==> src/ccu_map.svh <==
`ifndef CCU_MAP_SVH
`define CCU_MAP_SVH

// per-unit registers: address {1'b0, unit[1:0], index[1:0]}
`define IDX_UNIT_CONTROL 2'h0
`define IDX_CAPTURE_SOURCE 2'h1
`define IDX_HOLD_LOW 2'h2
`define IDX_HOLD_HIGH 2'h3

// shared registers
`define OFF_FLAG_REG 5'h10
`define OFF_ENABLE_REG 5'h11
`define OFF_TIMER_CTRL 5'h12
`define OFF_TIMER_LOW 5'h13
`define OFF_TIMER_HIGH 5'h14

// unit_control fields
`define CTRL_EN_BIT 7
`define CTRL_OUT_BIT 5
`define CTRL_MODE_LSB 0
`define CTRL_MODE_MSB 3

// timer control fields
`define TCTRL_ON_BIT 0
`define TCTRL_EXT_BIT 1

// reset values
`define RST_BYTE 8'h00
`define RST_HOLD 16'h0000
`define RST_PRESC 4'h0

// timing counts
`define INSTR_DIV_LAST 2'h3
`define PRESC4_MASK 4'h3
`define PRESC16_MASK 4'hF

`endif

==> src/ccu_pkg.sv <==
`default_nettype none

package ccu_pkg;

   typedef enum logic [3:0] {
      MODE_OFF = 4'h0,
      MODE_CMP_TOGGLE_CLR = 4'h1,
      MODE_CMP_TOGGLE = 4'h2,
      MODE_CAP_ANY = 4'h3,
      MODE_CAP_FALL = 4'h4,
      MODE_CAP_RISE = 4'h5,
      MODE_CAP_4TH = 4'h6,
      MODE_CAP_16TH = 4'h7,
      MODE_CMP_SET = 4'h8,
      MODE_CMP_CLEAR = 4'h9,
      MODE_CMP_SWINT = 4'hA,
      MODE_CMP_PULSE = 4'hB
   } mode_e;

   typedef enum logic [1:0] {
      SRC_PIN,
      SRC_CMP_ONE,
      SRC_CMP_TWO,
      SRC_PIN_CHANGE
   } src_e;

   function automatic logic is_capture(input mode_e m);
      return (m == MODE_CAP_ANY) || (m == MODE_CAP_FALL) || (m == MODE_CAP_RISE) ||
             (m == MODE_CAP_4TH) || (m == MODE_CAP_16TH);
   endfunction : is_capture

   function automatic logic is_compare(input mode_e m);
      return (m == MODE_CMP_TOGGLE_CLR) || (m == MODE_CMP_TOGGLE) || (m == MODE_CMP_SET) ||
             (m == MODE_CMP_CLEAR) || (m == MODE_CMP_SWINT) || (m == MODE_CMP_PULSE);
   endfunction : is_compare

   function automatic logic resets_timer(input mode_e m);
      return (m == MODE_CMP_TOGGLE_CLR) || (m == MODE_CMP_PULSE);
   endfunction : resets_timer

endpackage : ccu_pkg

`default_nettype wire

==> src/base_timer_if.sv <==
`default_nettype none

interface base_timer_if;
   logic [15:0] value;
   logic clear_req;
   logic load_low;
   logic load_high;
   logic [7:0] load_data;
   logic run;
   logic ext_sel;
   logic sleep;
   logic ext_clk;

   modport timer (
      input clear_req, load_low, load_high, load_data, run, ext_sel, sleep, ext_clk,
      output value
   );
   modport user (
      output clear_req, load_low, load_high, load_data, run, ext_sel, sleep, ext_clk,
      input value
   );
endinterface : base_timer_if

`default_nettype wire

==> src/base_timer.sv <==
`include "ccu_map.svh"
`default_nettype none

module base_timer
   import ccu_pkg::*;
(
   // clock and reset
   input wire logic clk_sys,
   input wire logic rst_n,
   // timer link
   base_timer_if.timer tif
);

   logic [1:0] div_ff, nxt_div;
   logic ext_prev_ff, nxt_ext_prev;
   logic [15:0] count_ff, nxt_count;
   logic tick;

   always_comb begin
      nxt_div = div_ff;
      nxt_ext_prev = tif.ext_clk;
      tick = 1'b0;
      // instruction clock halts in sleep and the count is simply held
      if (tif.run && !tif.ext_sel && !tif.sleep) begin
         nxt_div = div_ff + 2'h1;
         tick = (div_ff == `INSTR_DIV_LAST);
      end
      // external clock keeps counting in sleep, so capture still works
      if (tif.run && tif.ext_sel && tif.ext_clk && !ext_prev_ff) begin
         tick = 1'b1;
      end
      nxt_count = count_ff;
      if (tick) begin
         nxt_count = count_ff + 16'h0001;
      end
      if (tif.clear_req) begin
         nxt_count = 16'h0000;
      end
      if (tif.load_low) begin
         nxt_count[7:0] = tif.load_data;
      end
      if (tif.load_high) begin
         nxt_count[15:8] = tif.load_data;
      end
   end

   always_ff @(posedge clk_sys) begin
      if (!rst_n) begin
         div_ff <= 2'h0;
         ext_prev_ff <= 1'b0;
         count_ff <= 16'h0000;
      end else begin
         div_ff <= nxt_div;
         ext_prev_ff <= nxt_ext_prev;
         count_ff <= nxt_count;
      end
   end

   assign tif.value = count_ff;
endmodule : base_timer

`default_nettype wire

==> src/timer_capture_compare_unit.sv <==
`include "ccu_map.svh"
`default_nettype none

// Overview of operation
// - two identical units, each with control, holding pair, flag and pin
// - a capture copies the whole 16-bit timer into the holding pair
// - mode picks any edge, falling, rising, every 4th or 16th rise
// - source select picks pin, comparator one, comparator two or pin change
// - each capture sets the unit flag; only software clears it
// - a later capture silently overwrites an unread earlier one
// - prescaler clears when disabled, outside capture mode, or in reset
// - switching prescale settings keeps the count; software disables first
// - every capture raises the event output for exactly one clock
// - the event output feeds waveform, converter, timers, measurement, logic
// - instruction-clocked timer holds in sleep; external clock keeps counting
// - compare mode checks holding pair against timer and acts on equality
// - a match sets the flag in the same cycle as the pin action
// - pulse modes hold the output high while timer equals holding pair
// - codes 0001 and 0010 toggle, 1001 clears, 1000 sets
// - software interrupt compare mode leaves the pin undriven
module timer_capture_compare_unit
   import ccu_pkg::*;
#(
   parameter int NUM_UNITS = 2
) (
   // clock and reset
   input wire logic clk_sys,
   input wire logic rst_n,
   // register port
   input wire logic [4:0] reg_addr,
   input wire logic [7:0] reg_wdata,
   input wire logic reg_wr,
   input wire logic reg_rd,
   output logic [7:0] reg_rdata,
   // power and timer clock
   input wire logic sleep,
   input wire logic ext_timer_clk,
   // capture sources
   input wire logic [NUM_UNITS-1:0] unit_pin_in,
   input wire logic comparator_one_synced,
   input wire logic comparator_two_synced,
   input wire logic pin_change_trigger,
   // pin drive, events and flags
   output logic [NUM_UNITS-1:0] unit_pin_out,
   output logic [NUM_UNITS-1:0] unit_pin_oe,
   output logic [NUM_UNITS-1:0] unit_event_out,
   output logic [NUM_UNITS-1:0] unit_event_flag
);

   base_timer_if tif ();

   base_timer u_timer (
      .clk_sys(clk_sys),
      .rst_n(rst_n),
      .tif(tif.timer)
   );

   // per-unit state, indexed by unit number
   logic en_ff [NUM_UNITS], nxt_en [NUM_UNITS];
   mode_e mode_ff [NUM_UNITS], nxt_mode [NUM_UNITS];
   src_e src_ff [NUM_UNITS], nxt_src [NUM_UNITS];
   logic [15:0] hold_ff [NUM_UNITS], nxt_hold [NUM_UNITS];
   logic [3:0] presc_ff [NUM_UNITS], nxt_presc [NUM_UNITS];
   logic [NUM_UNITS-1:0] sync1_ff, nxt_sync1, sync2_ff, nxt_sync2, prev_ff, nxt_prev;
   logic [NUM_UNITS-1:0] eq_prev_ff, nxt_eq_prev, cmp_out_ff, nxt_cmp_out;
   logic [NUM_UNITS-1:0] event_ff, nxt_event, oe_ff, nxt_oe, flag_ff, nxt_flag;
   logic [NUM_UNITS-1:0] ie_ff, nxt_ie;
   logic [NUM_UNITS-1:0] rise, fall, cap_mode, cap_hit, eq, match_start;
   // shared state
   logic run_ff, nxt_run, ext_sel_ff, nxt_ext_sel;
   logic [7:0] rdata_ff, nxt_rdata;
   logic timer_clear;

   function automatic logic unit_reg(input logic [4:0] a, input int u, input logic [1:0] idx);
      return (a[4] == 1'b0) && (a[3:2] == u[1:0]) && (a[1:0] == idx);
   endfunction : unit_reg

   function automatic logic src_level(input src_e s, input logic pin, input logic c1,
                                      input logic c2, input logic ioc);
      case (s)
         SRC_PIN: return pin;
         SRC_CMP_ONE: return c1;
         SRC_CMP_TWO: return c2;
         default: return ioc;
      endcase
   endfunction : src_level

   always_comb begin
      timer_clear = 1'b0;
      for (int u = 0; u < NUM_UNITS; u++) begin
         nxt_en[u] = en_ff[u];
         nxt_mode[u] = mode_ff[u];
         nxt_src[u] = src_ff[u];
         nxt_hold[u] = hold_ff[u];
         nxt_flag[u] = flag_ff[u];
         nxt_ie[u] = ie_ff[u];
         // selected source first passes two flops, then an edge detector
         nxt_sync1[u] = src_level(src_ff[u], unit_pin_in[u], comparator_one_synced,
                                  comparator_two_synced, pin_change_trigger);
         nxt_sync2[u] = sync1_ff[u];
         nxt_prev[u] = sync2_ff[u];
         rise[u] = sync2_ff[u] && !prev_ff[u];
         fall[u] = !sync2_ff[u] && prev_ff[u];
         cap_mode[u] = en_ff[u] && is_capture(mode_ff[u]);
         // prescaler only counts rises; 4th and 16th share it, so a switch keeps it
         nxt_presc[u] = presc_ff[u];
         if (!cap_mode[u]) begin
            nxt_presc[u] = `RST_PRESC;
         end else if (rise[u] && (mode_ff[u] == MODE_CAP_4TH ||
                                  mode_ff[u] == MODE_CAP_16TH)) begin
            nxt_presc[u] = presc_ff[u] + 4'h1;
         end
         case (mode_ff[u])
            MODE_CAP_ANY: cap_hit[u] = rise[u] || fall[u];
            MODE_CAP_FALL: cap_hit[u] = fall[u];
            MODE_CAP_RISE: cap_hit[u] = rise[u];
            MODE_CAP_4TH: cap_hit[u] = rise[u] && ((presc_ff[u] & `PRESC4_MASK) == `PRESC4_MASK);
            MODE_CAP_16TH: cap_hit[u] = rise[u] && (presc_ff[u] == `PRESC16_MASK);
            default: cap_hit[u] = 1'b0;
         endcase
         cap_hit[u] = cap_hit[u] && en_ff[u];
         // compare: level of equality, with its first cycle as the match event
         eq[u] = en_ff[u] && is_compare(mode_ff[u]) && (hold_ff[u] == tif.value);
         nxt_eq_prev[u] = eq[u];
         match_start[u] = eq[u] && !eq_prev_ff[u];
         nxt_cmp_out[u] = cmp_out_ff[u];
         if (!en_ff[u]) begin
            nxt_cmp_out[u] = 1'b0;
         end else begin
            case (mode_ff[u])
               MODE_CMP_TOGGLE_CLR, MODE_CMP_TOGGLE: begin
                  if (match_start[u]) nxt_cmp_out[u] = !cmp_out_ff[u];
               end
               MODE_CMP_SET: begin
                  if (match_start[u]) nxt_cmp_out[u] = 1'b1;
               end
               MODE_CMP_CLEAR: begin
                  if (match_start[u]) nxt_cmp_out[u] = 1'b0;
               end
               // output high while equal; in pulse mode the match clears the timer, which ends the pulse
               MODE_CMP_SWINT, MODE_CMP_PULSE: nxt_cmp_out[u] = eq[u];
               default: nxt_cmp_out[u] = cmp_out_ff[u];
            endcase
         end
         if (match_start[u] && resets_timer(mode_ff[u])) begin
            timer_clear = 1'b1;
         end
         // pin is driven only in compare modes other than software interrupt
         nxt_oe[u] = en_ff[u] && is_compare(mode_ff[u]) && (mode_ff[u] != MODE_CMP_SWINT);
         // one shared output feeds every on-chip consumer
         nxt_event[u] = cap_mode[u] ? cap_hit[u] : nxt_cmp_out[u];
         // register writes
         if (reg_wr && unit_reg(reg_addr, u, `IDX_UNIT_CONTROL)) begin
            nxt_en[u] = reg_wdata[`CTRL_EN_BIT];
            nxt_mode[u] = mode_e'(reg_wdata[`CTRL_MODE_MSB:`CTRL_MODE_LSB]);
         end
         if (reg_wr && unit_reg(reg_addr, u, `IDX_CAPTURE_SOURCE)) begin
            nxt_src[u] = src_e'(reg_wdata[1:0]);
         end
         if (reg_wr && unit_reg(reg_addr, u, `IDX_HOLD_LOW)) begin
            nxt_hold[u][7:0] = reg_wdata;
         end
         if (reg_wr && unit_reg(reg_addr, u, `IDX_HOLD_HIGH)) begin
            nxt_hold[u][15:8] = reg_wdata;
         end
         // a capture overwrites whatever stands there, unread or not
         if (cap_hit[u]) begin
            nxt_hold[u] = tif.value;
         end
         if (reg_wr && reg_addr == `OFF_ENABLE_REG) begin
            nxt_ie[u] = reg_wdata[u];
         end
         // write one clears; a new event in the same cycle wins
         if (reg_wr && reg_addr == `OFF_FLAG_REG && reg_wdata[u]) begin
            nxt_flag[u] = 1'b0;
         end
         if (cap_hit[u]) begin
            nxt_flag[u] = 1'b1;
         end
         if (match_start[u]) begin
            nxt_flag[u] = 1'b1;
         end
      end
   end

   // shared registers and read path
   always_comb begin
      nxt_run = run_ff;
      nxt_ext_sel = ext_sel_ff;
      if (reg_wr && reg_addr == `OFF_TIMER_CTRL) begin
         nxt_run = reg_wdata[`TCTRL_ON_BIT];
         nxt_ext_sel = reg_wdata[`TCTRL_EXT_BIT];
      end
      nxt_rdata = `RST_BYTE;
      if (reg_rd) begin
         case (reg_addr)
            `OFF_FLAG_REG: nxt_rdata = 8'(flag_ff);
            `OFF_ENABLE_REG: nxt_rdata = 8'(ie_ff);
            `OFF_TIMER_CTRL: nxt_rdata = {6'h00, ext_sel_ff, run_ff};
            `OFF_TIMER_LOW: nxt_rdata = tif.value[7:0];
            `OFF_TIMER_HIGH: nxt_rdata = tif.value[15:8];
            default: nxt_rdata = `RST_BYTE;
         endcase
         for (int u = 0; u < NUM_UNITS; u++) begin
            if (unit_reg(reg_addr, u, `IDX_UNIT_CONTROL)) begin
               nxt_rdata = {en_ff[u], 1'b0, cmp_out_ff[u], 1'b0, 4'(mode_ff[u])};
            end
            if (unit_reg(reg_addr, u, `IDX_CAPTURE_SOURCE)) begin
               nxt_rdata = {6'h00, 2'(src_ff[u])};
            end
            if (unit_reg(reg_addr, u, `IDX_HOLD_LOW)) begin
               nxt_rdata = hold_ff[u][7:0];
            end
            if (unit_reg(reg_addr, u, `IDX_HOLD_HIGH)) begin
               nxt_rdata = hold_ff[u][15:8];
            end
         end
      end
   end

   always_comb begin
      tif.clear_req = timer_clear;
      tif.load_low = reg_wr && (reg_addr == `OFF_TIMER_LOW);
      tif.load_high = reg_wr && (reg_addr == `OFF_TIMER_HIGH);
      tif.load_data = reg_wdata;
      tif.run = run_ff;
      tif.ext_sel = ext_sel_ff;
      tif.sleep = sleep;
      tif.ext_clk = ext_timer_clk;
   end

   always_ff @(posedge clk_sys) begin
      if (!rst_n) begin
         for (int u = 0; u < NUM_UNITS; u++) begin
            en_ff[u] <= 1'b0;
            mode_ff[u] <= MODE_OFF;
            src_ff[u] <= SRC_PIN;
            hold_ff[u] <= `RST_HOLD;
            presc_ff[u] <= `RST_PRESC;
         end
         sync1_ff <= '0;
         sync2_ff <= '0;
         prev_ff <= '0;
         eq_prev_ff <= '0;
         cmp_out_ff <= '0;
         event_ff <= '0;
         oe_ff <= '0;
         flag_ff <= '0;
         ie_ff <= '0;
         run_ff <= 1'b0;
         ext_sel_ff <= 1'b0;
         rdata_ff <= `RST_BYTE;
      end else begin
         for (int u = 0; u < NUM_UNITS; u++) begin
            en_ff[u] <= nxt_en[u];
            mode_ff[u] <= nxt_mode[u];
            src_ff[u] <= nxt_src[u];
            hold_ff[u] <= nxt_hold[u];
            presc_ff[u] <= nxt_presc[u];
         end
         sync1_ff <= nxt_sync1;
         sync2_ff <= nxt_sync2;
         prev_ff <= nxt_prev;
         eq_prev_ff <= nxt_eq_prev;
         cmp_out_ff <= nxt_cmp_out;
         event_ff <= nxt_event;
         oe_ff <= nxt_oe;
         flag_ff <= nxt_flag;
         ie_ff <= nxt_ie;
         run_ff <= nxt_run;
         ext_sel_ff <= nxt_ext_sel;
         rdata_ff <= nxt_rdata;
      end
   end

   assign reg_rdata = rdata_ff;
   assign unit_pin_out = cmp_out_ff;
   assign unit_pin_oe = oe_ff;
   assign unit_event_out = event_ff;
   assign unit_event_flag = flag_ff;

   for (genvar g = 0; g < NUM_UNITS; g++) begin : g_chk

   end
endmodule : timer_capture_compare_unit

`default_nettype wire

==> config.mk <==
export PLATFORM = sky130hd
export DESIGN_NAME = timer_capture_compare_unit
export DESIGN_NICKNAME = d
export VERILOG_FILES = /design/src/ccu_pkg.sv /design/src/base_timer_if.sv /design/src/base_timer.sv /design/src/timer_capture_compare_unit.sv
export VERILOG_INCLUDE_DIRS = /design/src
export SDC_FILE = /design/constraint.sdc
export NUM_CORES = 1
export LEC_CHECK = 0
export ABC_AREA = 1
export CORE_MARGIN = 2
export CORE_UTILIZATION = 46
export DETAILED_ROUTE_END_ITERATION = 12
export DONT_BUFFER_PORTS = 1
export PLACE_DENSITY = 0.7
export SYNTH_ARGS = -nofsm -noshare
export SYNTH_HDL_FRONTEND = slang
export SYNTH_SLANG_ARGS = --single-unit
==> constraint.sdc <==
create_clock -name clk_sys -period 2.3 [get_ports clk_sys]
set_clock_uncertainty 0.05 [all_clocks]
set_input_delay 0.46 -clock clk_sys [delete_from_list [all_inputs] [get_ports clk_sys]]
set_output_delay 0.46 -clock clk_sys [all_outputs]
set_load 0.1 [all_outputs]
-- Word level (Yosys, flattened, before mapping)
Memories as Yosys holds them, arrays and structs flattened.
Cells that the tools add are included.
- add/sub/neg operators: 4
- equal/unequal tests: 44
- multiplexer cells: 67
- bitwise gates (word level): 11
- reductions and logical operators: 102
- operators with widths (kind ; count):
    $mux 8 ; 14
    $mux 16 ; 6
    $logic_and 1x1->1 ; 54
    $eq 4x4->1 const B ; 10
    $mux 4 ; 10
    $pmux 8 s5 ; 1
    $eq 16x16->1 ; 2
    $eq 4x3->1 const B ; 8
    $mux 1 ; 26
    $eq 5x5->1 const B ; 5
    $logic_or 1x1->1 ; 24
    $add 16x1->16 const B ; 1
    $eq 4x2->1 const B ; 4
    $eq 2x2->1 const B ; 7
    $reduce_bool 3->1 ; 4
    $logic_not 1->1 ; 11
    $or 1x1->1 ; 10
    $pmux 1 s5 ; 2
    $add 4x1->4 const B ; 2
    $eq 2x1->1 const B ; 4
    $eq 4x1->1 const B ; 2
    $logic_not 2->1 ; 4
    $mux 2 ; 4
    $ne 4x4->1 const B ; 2
    other kinds (6) ; 11
- flip-flop bits (word level): 47
- memory bits (writable): 54
- input bits: 24
- output and inout port bits: 16
- word-level logic and storage cells: 250
- memories kept: 5
- memories (name ; depth ; bits a word ; read ports ; clocked after memory_dff ; wr ports ; line ; text):
    hold_ff ; 2 ; 16 ; 2 ; 0 ; 2 ; timer_capture_compare_unit.sv:62 ; logic [15:0] hold_ff [NUM_UNITS], nxt_hold [NUM_UNITS];
    mode_ff ; 2 ; 4 ; 2 ; 0 ; 2 ; timer_capture_compare_unit.sv:60 ; mode_e mode_ff [NUM_UNITS], nxt_mode [NUM_UNITS];
    presc_ff ; 2 ; 4 ; 2 ; 0 ; 2 ; timer_capture_compare_unit.sv:63 ; logic [3:0] presc_ff [NUM_UNITS], nxt_presc [NUM_UNITS];
    src_ff ; 2 ; 2 ; 2 ; 0 ; 2 ; timer_capture_compare_unit.sv:61 ; src_e src_ff [NUM_UNITS], nxt_src [NUM_UNITS];
    en_ff ; 2 ; 1 ; 2 ; 0 ; 2 ; timer_capture_compare_unit.sv:59 ; logic en_ff [NUM_UNITS], nxt_en [NUM_UNITS];

-- Logic depth before layout (Yosys ltp)
Gate-level depths: netlist of the first run.
- depth in word-level cells: 14
- mapped depth: 17
- mapped depth without buffers: 16

-- Modules after synthesis
Synthesis of the first run repeated with hierarchy kept, for this count alone.
- cell total of the unflattened synthesis: 995
- area, all modules: 6346.1 um^2
- by module, submodules not included (module ; times used ; cells an instance ; area each (um^2) ; sequential area each (um^2)):
    timer_capture_compare_unit ; 1 ; 779 ; 4994.8 ; 1641.6
    base_timer ; 1 ; 216 ; 1351.3 ; 380.4

-- Least setup slack after synthesis of the first run
OpenSTA, ideal clock, no wires.
- path type: reg2reg
- start: register cmp_out_ff[0], in the netlist unit_pin_out[0]
- end: register cmp_out_ff[0], in the netlist unit_pin_out[0]
- library setup time: 0.115 ns
- arrival: 1.933 ns
- required time: 2.135 ns
- path slack: 0.202 ns
- cell stages (with the launch flop): 8
- path buffers: 0
- clock period less this slack: 2.098 ns
- cell sequence: dfxtp_1 -> inv_1 -> ha_1 -> inv_1 -> nor2_1 -> a311oi_1 -> o31ai_1 -> and2_1
- longest elaborated chain between the ends: 4
- elaborated cells between the ends (all ways): 6
- classes of those cells: 5 x mux; 1 x reduce/logical
- RTL lines (element ; line ; text):
    start: declaration ; timer_capture_compare_unit.sv:65 ; logic [NUM_UNITS-1:0] eq_prev_ff, nxt_eq_prev, cmp_out_ff, nxt_cmp_out;
    start signal: assignment ; timer_capture_compare_unit.sv:265 ; cmp_out_ff <= nxt_cmp_out;
    $logic_not 1->1 ; timer_capture_compare_unit.sv:132 ; if (match_start[u]) nxt_cmp_out[u] = !cmp_out_ff[u];
    $mux 1 ; timer_capture_compare_unit.sv:132 ;
    $pmux 1 s4 * ; timer_capture_compare_unit.sv:130 ; case (mode_ff[u])
    $mux 1 * ; timer_capture_compare_unit.sv:127 ; if (!en_ff[u]) begin
Every way passes the cells marked *; elsewhere a longest branch is shown, timed or not.
A chain may end at the register's enable or synchronous reset.

==> impl_results.md, run 1 <==
* Run status: finished, final reports clean
* # nets final at between 1,000 and 1,500
* MaxCap Viol Count at 0
* Synth Flop Type: dfxtp_1
* CTS Buf Count at 9
* CTS Sinks at roughly 100
* Post-DP HPWL at ~15,000 um
* Core Area at between 0.01 and 0.015 mm2
* Mapped Nets at ~1,000
* Hold Path Stages at 2
* CP endpoint kind: flip-flop
* Post-synthesis simple-gate area fraction at about 34%
* CTS Hold Bufs at 0
* Synth Warn # at 0
* Final TNS setup at 0 ns
* Max VDD drop at about 360 uV
* Leakage at approximately 3.4 nW
* Period utilisation layout at between 90% and 100%
* Initial Utilization at ~47%
* Post-synthesis sequential area ratio at around 33%
* Adder-cell share of the synthesized area at around 2.5%
* Met3 Usage GRT at around 5.8%
* Vias at about 6,600
* Synth Area per Inst at ~6.3 um2
* Clock latency on the worst-skew pair at 0.36 ns
* GR Layer Usage met1 at ~38%
* Layout area overhead at 18.0%
* Total GRT Usage at a little under 30%
* Main combinational cell family by area after synthesis: simple AND/OR/NAND/NOR gates
* Reg-to-Reg Start: hold_ff[0][28]$_SDFFE_PN0P_
* Final ANT Viol Nets at 0
* Initial DRC count at roughly 670
* Io pins at 40
* Share of layout cells above drive strength 1 at between 10% and 20%
* Mux cell area share after synthesis at 0%
* DRC Markers at 0
* WP data required at 2.51 ns
* Worst setup startpoint: hold_ff[0][28]$_SDFFE_PN0P_
* Fmax achieved at about 470 MHz
* Die Wd at ~120 um
* Critical Path Source Type: flip-flop
* Cells after Synth at 971
* Vias per Instance at 5.40
* Core Rows at 42
* Async SR Flop Fraction at 0%
* CP max FO at 3
* Vias in the first global route at approximately 6,000
* Slew Viols, Final at 0
* Worst EP arrival at roughly 2.4 ns
* Root Buffer Master: clkbuf_16
* Final setup viols at 0
* I/O Buffers at 0
* Slowest stage cell, crit path: dfxtp_1
* Final hold vios at 0
* Post-route minimum period at 2.14 ns
* Largest net degree at the start of global routing at 76
* Worst hold start: ext_timer_clk
* Sequence of cells on the critical path: inv_1, nand2_1, nand2_1, nor2_1, nand2_1, nor2_2, nand2_2, nor2_4, nand2_2, ha_1, nand3_1, o21ai_0, nand2_1, o2111ai_1, and2_1
* Ant diodes at 0
* Gp weighted congestion at 0.998
* Footprint of the multi-input gates at 0.00346 mm2
* Seq. cell area at 0.00206 mm2
* Final hold slack at roughly 0.15 ns
* Chip Height at approximately 120 um
* CTS tree: done
* Fillers at about 1,300
* Gr busiest metal: met2
* R2r setup slk at about 0.16 ns
* CP peak stage delay at between 0.4 and 0.5 ns
* Clock transition at path regs at 0.08 ns
* Critical path class: flip-flop to flip-flop
* Die area at 0.0143 mm2
* CTS Buffer Depth at 2
* Pwr/cell area at 491 mW/mm2
* WL/cell at ~17 um
* Worst slew pin tran at 0.520 ns
* Compound-Gate Fraction of Synth Area at ~16%
* Worst-case reg-to-reg path depth at 15
* Most common cell after layout, fill and taps aside: nand2_1
* Total wire length at approximately 20,000 um
* Synthesized area at a little over 0.006 mm2
* Slew margin rel. at 65.2%
* Yosys reg bits at roughly 100
* Total global routing overflow at 0
* Most frequent cells in the layout: nand2_1 (224), inv_1 (136), nor2_1 (128)
* XOR/XNOR share of the synthesized area at 2.43%
* Post-synth EDFFs at 0
* First-pass GRT wire length at 31,900 um
* DR pass1 iterations at 6
* Worst min-delay path category: primary input to flip-flop
* Distinct cells, synth at 39
* Met2 Usage GRT at ~44%
* Initial antenna violation count at 0
* Cell mode on critical path: nand2_1
* H-tree Lvls at 3
## synth_stat cells, types with 7 or more instances
cell / number / share of area, %
a21oi_1: 40 / 3.3
nand2_1: 232 / 14
dfxtp_1: 101 / 33
inv_1: 138 / 8.5
o22ai_1: 38 / 3.9
buf_2: 9 / 0.74
nor2_1: 132 / 8.1
nand3_1: 47 / 3.8
o21ai_0: 52 / 4.3
xor2_1: 14 / 2.0
nor4_1: 7 / 0.72
inv_2: 20 / 1.2
nand4_1: 13 / 1.3
clkbuf_1: 9 / 0.55
nand2_2: 10 / 1.0
nor2_2: 8 / 0.82
nor3_1: 14 / 1.1
o21ai_1: 26 / 2.1
ha_1: 12 / 2.5
## final cells by class
cell class | instances | share of cell area [%]
Timing Repair Buffer | 75 | 8.02
Inverter | 160 | 8.34
Multi-Input combinational cell | 687 | 47.9
Tap cell | 176 | 3.05
Sequential cell | 101 | 28.5
Clock inverter | 6 | 0.987
Clock buffer | 10 | 3.17
## routing by layer
layer / vias up / wire length [um]
met5: - / 0
met4: 0 / 1050
met3: 70 / 1860
met2: 306 / 8890
met1: 2926 / 8700
li1: 3263 / -
## logic make-up (layout without fill, tap and decap cells)
group,after synthesis,in the layout
simple gates,481,481
compound gates,177,177
buf+inv,183,251
fa+ha+maj,12,12
xor+xnor,17,17
flops,101,101
## metrics by stage
stage	std cells	instance area (um2)	setup WS, ns	power, W	utilization [%]
finish	1215	7230	0.165	0.00355	55.0
floorplan	971	6120	0.202	0.00197	-
global route	1215	7230	-0.00744	0.00366	55.0
CTS	1208	7060	0.0199	0.00357	53.8
detailed placement	1192	6760	0.0330	0.00201	51.5
global placement	1192	6760	0.0734	0.00201	51.5
## path summary, 6_finish.rpt
check | end
worst min-delay path | u_timer.ext_prev_ff$_SDFF_PN0_
worst max-delay path | unit_pin_out[1]$_SDFF_PN0_
worst min register to register | nxt_prev[0]$_SDFF_PN0_
worst max register to register | unit_pin_out[1]$_SDFF_PN0_
## flip-flops by register name, indices dropped and copies added (netlist names), 4 cells and up
signal / flops
mode_ff: 8
hold_ff: 32
reg_rdata: 8
src_ff: 4
presc_ff: 8
u_timer.tif.value: 16
## power breakdown
part           leakage, nW  internal, W  switching [W]  total (W)
clock network        0.140     0.000854       0.000721    0.00158
registers            0.827      0.00176      0.0000158    0.00177
logic                 2.39    0.0000639       0.000132   0.000196
total                 3.36      0.00268       0.000869    0.00355
## worst max-delay path, delay by kind of cell, from the launching register on
family | cells | cell delay, ns
adder cells (fa/ha/maj) | 1 | 0.19
AND/OR/NAND/NOR | 11 | 1.08
flip-flops | 1 | 0.42
buffers and inverters | 1 | 0.09
AO/OA/AOI/OAI | 2 | 0.19
## timing repair
action                                  in CTS  in global routing
setup buffers                                0                  7
endpoints found under the setup margin       0                  6
gates resized for setup                      0                 51
(Power assumes the default switching activity.)
==> run 2: changes to the inputs <==
--- a/config.mk
+++ b/config.mk
@@ -12,6 +12,7 @@
 export DETAILED_ROUTE_END_ITERATION = 12
 export DONT_BUFFER_PORTS = 1
 export PLACE_DENSITY = 0.7
+export SETUP_SLACK_MARGIN = 0.4
 export SYNTH_ARGS = -nofsm -noshare
 export SYNTH_HDL_FRONTEND = slang
 export SYNTH_SLANG_ARGS = --single-unit
==> run 2 against run 1 <==
Effect of this change:
- total power fell by 2.1%
- via count increased by 4.1%
- non-clock buffer count increased by 13
- global-route usage shrank 0.077 points
- combinational power increased by 8%
- clock power down 6%
- critical path depth stayed put
- sequential share of layout area shrank 1.7 points
- sequential power about the same
- register-to-register slack about the same
- routed wire length is 1.7% higher
- largest power group unchanged
- highest routed layer unchanged
==> impl_results.md, run 2 (synthesis gave the netlist of run 1 again) <==
* Total global routing overflow at 0
* Post-DP HPWL at approximately 14,000 um
* # nets final at around 1,100
* Most frequent cells in the layout: nand2_1 (212), inv_1 (125), nor2_1 (120)
* Final hold vios at 0
* H-tree Lvls at 3
* Largest net degree at the start of global routing at 76
* Ant diodes at 0
* Placed cells at ~1,200
* Most flop-heavy register: hold_ff
* Final ANT Viol Nets at 0
* Max VDD drop at roughly 470 uV
* WL/cell at about 17 um
* Worst-case reg-to-reg path depth at 15
* Flop pwr share at 51.0%
* Vias in the first global route at roughly 6,200
* Slew margin rel. at between 60% and 70%
* Post-route minimum period at 2.13 ns
* Final hold slack at 0.151 ns
* Sw Pwr at approximately 0.00087 W
* Int Pwr at 0.00260 W
* I/O Buffers at 0
* Period utilisation layout at between 90% and 100%
* First-pass GRT wire length at 32,400 um
* Gp weighted congestion at between 0.9 and 1
* Most common cell after layout, fill and taps aside: nand2_1
* R2r setup slk at between 0.15 and 0.2 ns
* Layout area overhead at 26.8%
* Final instance area at roughly 0.0078 mm2
* Fmax achieved at 471 MHz
* Fillers at 1,241
* Die Wd at approximately 120 um
* Post-DP Area at roughly 0.0067 mm2
* Die area at about 0.014 mm2
* Initial DRC count at 766
* Clock group share of total power at 42.9%
* Root Buffer Master: clkbuf_16
* Initial Utilization at a little under half
* Run status: finished, final reports clean
* Worst min-delay path category: primary input to flip-flop
* Critical path class: flip-flop to flip-flop
* CTS Buffer Depth at 2
* CP endpoint kind: flip-flop
* Chip Height at 119 um
* Switch share at approximately 25%
* Pwr/cell area at about 450 mW/mm2
* Worst slew pin tran at roughly 0.53 ns
* Total wire length at 20,800 um
* CTS tree: done
* WP data required at between 2 and 3 ns
* CTS Sinks at around 100
* Non-filler cells, final at around 1,200
* MaxCap Viol Count at 0
* Worst EP arrival at ~2.3 ns
* Clock transition at path regs at approximately 0.07 ns
* Final TNS setup at 0 ns
* DRC Markers at 0
* Hold Path Stages at 2
* Initial antenna violation count at 0
* Clock latency on the worst-skew pair at 0.36 ns
* Vias at 6,834
* Final setup viols at 0
* RSZ-0062 raised after global routing: true
* Share of layout cells above drive strength 1 at between 20% and 30%
* Share of total power in combinational logic at a little over 6%
* Slew Viols, Final at 0
* Core Area at roughly 0.013 mm2
* Vias per Instance at 5.56
* DR pass1 iterations at 6
* Max reg flops at 32
* Total GRT Usage at just under 30%
* Core Rows at 42
* CTS Hold Bufs at 0
* Critical Path Source Type: flip-flop
* Leakage at ~3.6 nW
* CTS Buf Count at 9
* CP max FO at 5
* Io pins at 40
-- run 2: cell count changes in the layout (fill, tap and decap cells not counted), sizes merged --
| cell | before | now |
|---|---|---|
| bufinv | 1 | 0 |
| nand3 | 54 | 55 |
| buf | 75 | 87 |
| clkbuf | 10 | 11 |
| clkinv | 2 | 3 |
| clkinvlp | 2 | 1 |
| nand2 | 242 | 243 |
-- run 2: stage by stage --
step / power (W) / utilization (%) / setup slack [ns]
global route: 0.00358 / 59.1 / 0.0616
CTS: 0.00348 / 55.2 / 0.222
finish: 0.00347 / 59.1 / 0.175
global placement: 0.00200 / 50.9 / 0.128
detailed placement: 0.00200 / 50.9 / 0.100
floorplan: 0.00197 / - / 0.324
-- run 2: path summary, 6_finish.rpt --
check                                startpoint                                 end
max          u_timer.tif.value[10]$_SDFFE_PN0P_  u_timer.tif.value[15]$_SDFFE_PN0P_
min                               ext_timer_clk      u_timer.ext_prev_ff$_SDFF_PN0_
max reg2reg  u_timer.tif.value[10]$_SDFFE_PN0P_  u_timer.tif.value[15]$_SDFFE_PN0P_
min reg2reg             nxt_sync2[0]$_SDFF_PN0_              nxt_prev[0]$_SDFF_PN0_
-- run 2: critical path, stage by stage, from the launching register on --
cell     delay (ns)
dfxtp_4        0.41
inv_8          0.04
buf_6          0.13
nand2_2        0.04
nand2_1        0.06
nor2_2         0.09
nand2_1        0.07
nor2_2         0.13
nand2_2        0.08
nor2_4         0.16
buf_6          0.12
nand3_4        0.11
nand4_1        0.25
nand2_1        0.09
nor2_1         0.11
nor2_1         0.07
-- run 2: area by class of cell --
type / count / area, um2 / area share [%]
multi-input combinational: 689 / 3810 / 49.0
tap: 176 / 220 / 2.84
timing repair buffer: 88 / 743 / 9.57
clock buffer: 10 / 239 / 3.08
sequential: 101 / 2090 / 26.9
clock inverter: 5 / 42.5 / 0.548
inverter: 160 / 627 / 8.07
-- run 2: layer usage --
metal	GRT usage [%]	share of wire, %	wire length, um	vias up
met5	0	0	0	-
met4	13.2	4.7	976	0
met3	4.60	8.3	1720	69
met2	45.7	46	9510	351
met1	38.7	41	8630	3113
li1	-	-	-	3301
-- run 2: power groups by stage --
stage,clock (W),combinational [W],sequential [W]
floorplan,0,0.000145,0.00183
global route,0.00158,0.000231,0.00177
global placement,0,0.000182,0.00182
finish,0.00149,0.000212,0.00177
detailed placement,0,0.000182,0.00182
CTS,0.00151,0.000190,0.00177
-- run 2: what timing repair did --
| action | 4_1_cts | 5_1_grt |
|---|---|---|
| gates resized for setup | 54 | 98 |
| setup buffers | 18 | 17 |
| setup endpoints to repair | 53 | 53 |
| pin swaps | 30 | 47 |
| gates cloned | 1 | 2 |
==> run 3: changes to the inputs <==
--- a/config.mk
+++ b/config.mk
@@ -7,11 +7,11 @@
 export NUM_CORES = 1
 export LEC_CHECK = 0
 export ABC_AREA = 1
-export CORE_MARGIN = 2
+export BUFFER_PORTS_ARGS = -buffer_cell sky130_fd_sc_hd__buf_4
+export CORE_MARGIN = 1.5
 export CORE_UTILIZATION = 46
 export DETAILED_ROUTE_END_ITERATION = 12
-export DONT_BUFFER_PORTS = 1
-export PLACE_DENSITY = 0.7
+export PLACE_DENSITY = 0.72
 export SETUP_SLACK_MARGIN = 0.4
 export SYNTH_ARGS = -nofsm -noshare
 export SYNTH_HDL_FRONTEND = slang
==> run 3 against run 2 <==
Effect of this change:
- sequential share of layout area down 1.3 points
- routed wire length up 6.7%
- via count up 4.3%
==> impl_results.md, run 3 (synthesis gave the netlist of run 1 again) <==
* Post-DP HPWL at roughly 15,000 um
* Leakage at roughly 3.8 nW
* Vias per Instance at between 5 and 6
* CP max FO at 6
* Ant diodes at 0
* Max VDD drop at 321 uV
* Period utilisation layout at about 95%
* Share of total power in combinational logic at approximately 8.4%
* Sw Pwr at between 0.0009 and 0.001 W
* H-tree Lvls at 3
* WL/cell at between 15 and 20 um
* Int Pwr at approximately 0.0026 W
* Largest net degree at the start of global routing at 32
* First-pass GRT wire length at 32,900 um
* Placed cells at about 1,200
* Core Area at roughly 0.013 mm2
* Critical path class: flip-flop to flip-flop
* Layout area overhead at 34.2%
* Initial Utilization at 47.7%
* CTS Sinks at slightly above 100
* Most flop-heavy register: hold_ff
* DRC Markers at 0
* Total wire length at ~22,000 um
* # nets final at between 1,000 and 1,500
* Slew margin rel. at between 60% and 70%
* Max reg flops at 32
* Die Wd at 118 um
* Clock latency on the worst-skew pair at between 0.3 and 0.4 ns
* Final instance area at about 0.008 mm2
* Final Core Density at 64.1%
* Total global routing overflow at 0
* Switch share at 27.4%
* Fmax achieved at 457 MHz
* Initial DRC count at between 700 and 800
* WP data required at about 2.5 ns
* Final ANT Viol Nets at 0
* Setup ws final at around 0.11 ns
* Pwr/cell area at ~440 mW/mm2
* Final hold vios at 0
* Clock transition at path regs at roughly 0.080 ns
* CTS Buf Count at 9
* Post-route minimum period at between 2 and 2.5 ns
* CTS tree: done
* Worst slew pin tran at 0.576 ns
* Final TNS setup at 0 ns
* Io pins at 40
* Share of layout cells above drive strength 1 at between 20% and 30%
* Non-filler cells, final at around 1,300
* Worst min-delay path category: primary input to flip-flop
* CP endpoint kind: flip-flop
* Initial antenna violation count at 0
* Worst EP arrival at about 2.4 ns
* Critical Path Source Type: flip-flop
* Post-DP Area at around 0.0069 mm2
* I/O Buffers at 39
* Vias at ~7,100
* MaxCap Viol Count at 0
* R2r setup slk at 0.11 ns
* Most common cell after layout, fill and taps aside: nand2_1
* Flop pwr share at 49.1%
* DP Worst Slack at between 0.08 and 0.09 ns
* DR pass1 iterations at 8
* Most frequent cells in the layout: nand2_1 (198), inv_1 (124), nor2_1 (120)
* Chip Height at between 100 and 150 um
* RSZ-0062 raised after global routing: true
* CTS Buffer Depth at 2
* Total GRT Usage at between 20 and 30%
* Final setup viols at 0
* Clock group share of total power at roughly 43%
* Vias in the first global route at between 6,000 and 7,000
* Slew Viols, Final at 0
* Root Buffer Master: clkbuf_16
* Run status: finished, final reports clean
* Core Rows at between 40 and 50
* Gp weighted congestion at slightly below 1
* Die area at about 0.014 mm2
==> run 3: cell count changes in the layout (fill, tap and decap cells not counted), sizes merged <==
cell	before	now
clkinv	3	5
nand2	243	242
buf	87	132
==> run 3: final timing paths <==
path | startpoint | end | cells after the start
max | mode_ff[0][7]$_SDFFE_PN0P_ | u_timer.tif.value[15]$_SDFFE_PN0P_ | 13
max reg2reg | mode_ff[0][7]$_SDFFE_PN0P_ | u_timer.tif.value[15]$_SDFFE_PN0P_ | 13
min reg2reg | nxt_sync2[0]$_SDFF_PN0_ | nxt_prev[0]$_SDFF_PN0_ | 2
min | ext_timer_clk | u_timer.ext_prev_ff$_SDFF_PN0_ | 3
==> run 3: power by group through the flow <==
| stage | clock network, W | registers (W) | logic, W |
|---|---|---|---|
| finish | 0.00154 | 0.00177 | 0.000301 |
| global route | 0.00162 | 0.00177 | 0.000324 |
| CTS | 0.00156 | 0.00177 | 0.000274 |
| detailed placement | 0 | 0.00182 | 0.000262 |
| global placement | 0 | 0.00182 | 0.000263 |
| floorplan | 0 | 0.00183 | 0.000145 |
==> run 3: metrics by stage <==
step	hold slack [ns]	power (W)
after floorplan	0.340	0.00197
after global placement	0.360	0.00208
after detailed placement	0.354	0.00208
after CTS	0.233	0.00360
after global routing	0.283	0.00371
final	0.256	0.00361
==> run 3: worst max-delay path: stages (launching register included) <==
cell     delay [ns]
dfxtp_2        0.46
nand2_1        0.18
nand2_4        0.10
inv_2          0.05
nor2_2         0.14
nand2_2        0.10
nor2_4         0.13
buf_6          0.11
nand3_4        0.17
nand4_1        0.22
buf_6          0.14
nand2_2        0.05
nor2_2         0.12
nor2_1         0.05
==> run 3: layout make-up <==
| type | count | area, um2 |
|---|---|---|
| well taps | 172 | 215 |
| fillers | 1153 | 4610 |
| repair buffers | 134 | 1120 |
| clock buffers | 9 | 225 |
| multi-input cells | 688 | 3860 |
| clock inverters | 7 | 65.1 |
| flip-flops and latches | 101 | 2100 |
| inverters | 160 | 632 |
==> run 3: repair_timing <==
action	in CTS	in global routing
endpoints found under the setup margin	39	54
setup buffers	25	24
cloned	0	4
pin swaps	33	63
hold buffers	0	0
resized for setup	73	108
==> run 3: layer usage <==
metal / vias up / routed length (um) / track usage [%]
met5: - / 0 / 0
met2: 387 / 10500 / 48.3
met4: 0 / 864 / 12.3
li1: 3387 / - / -
met3: 80 / 2140 / 7.24
met1: 3272 / 8790 / 38.0
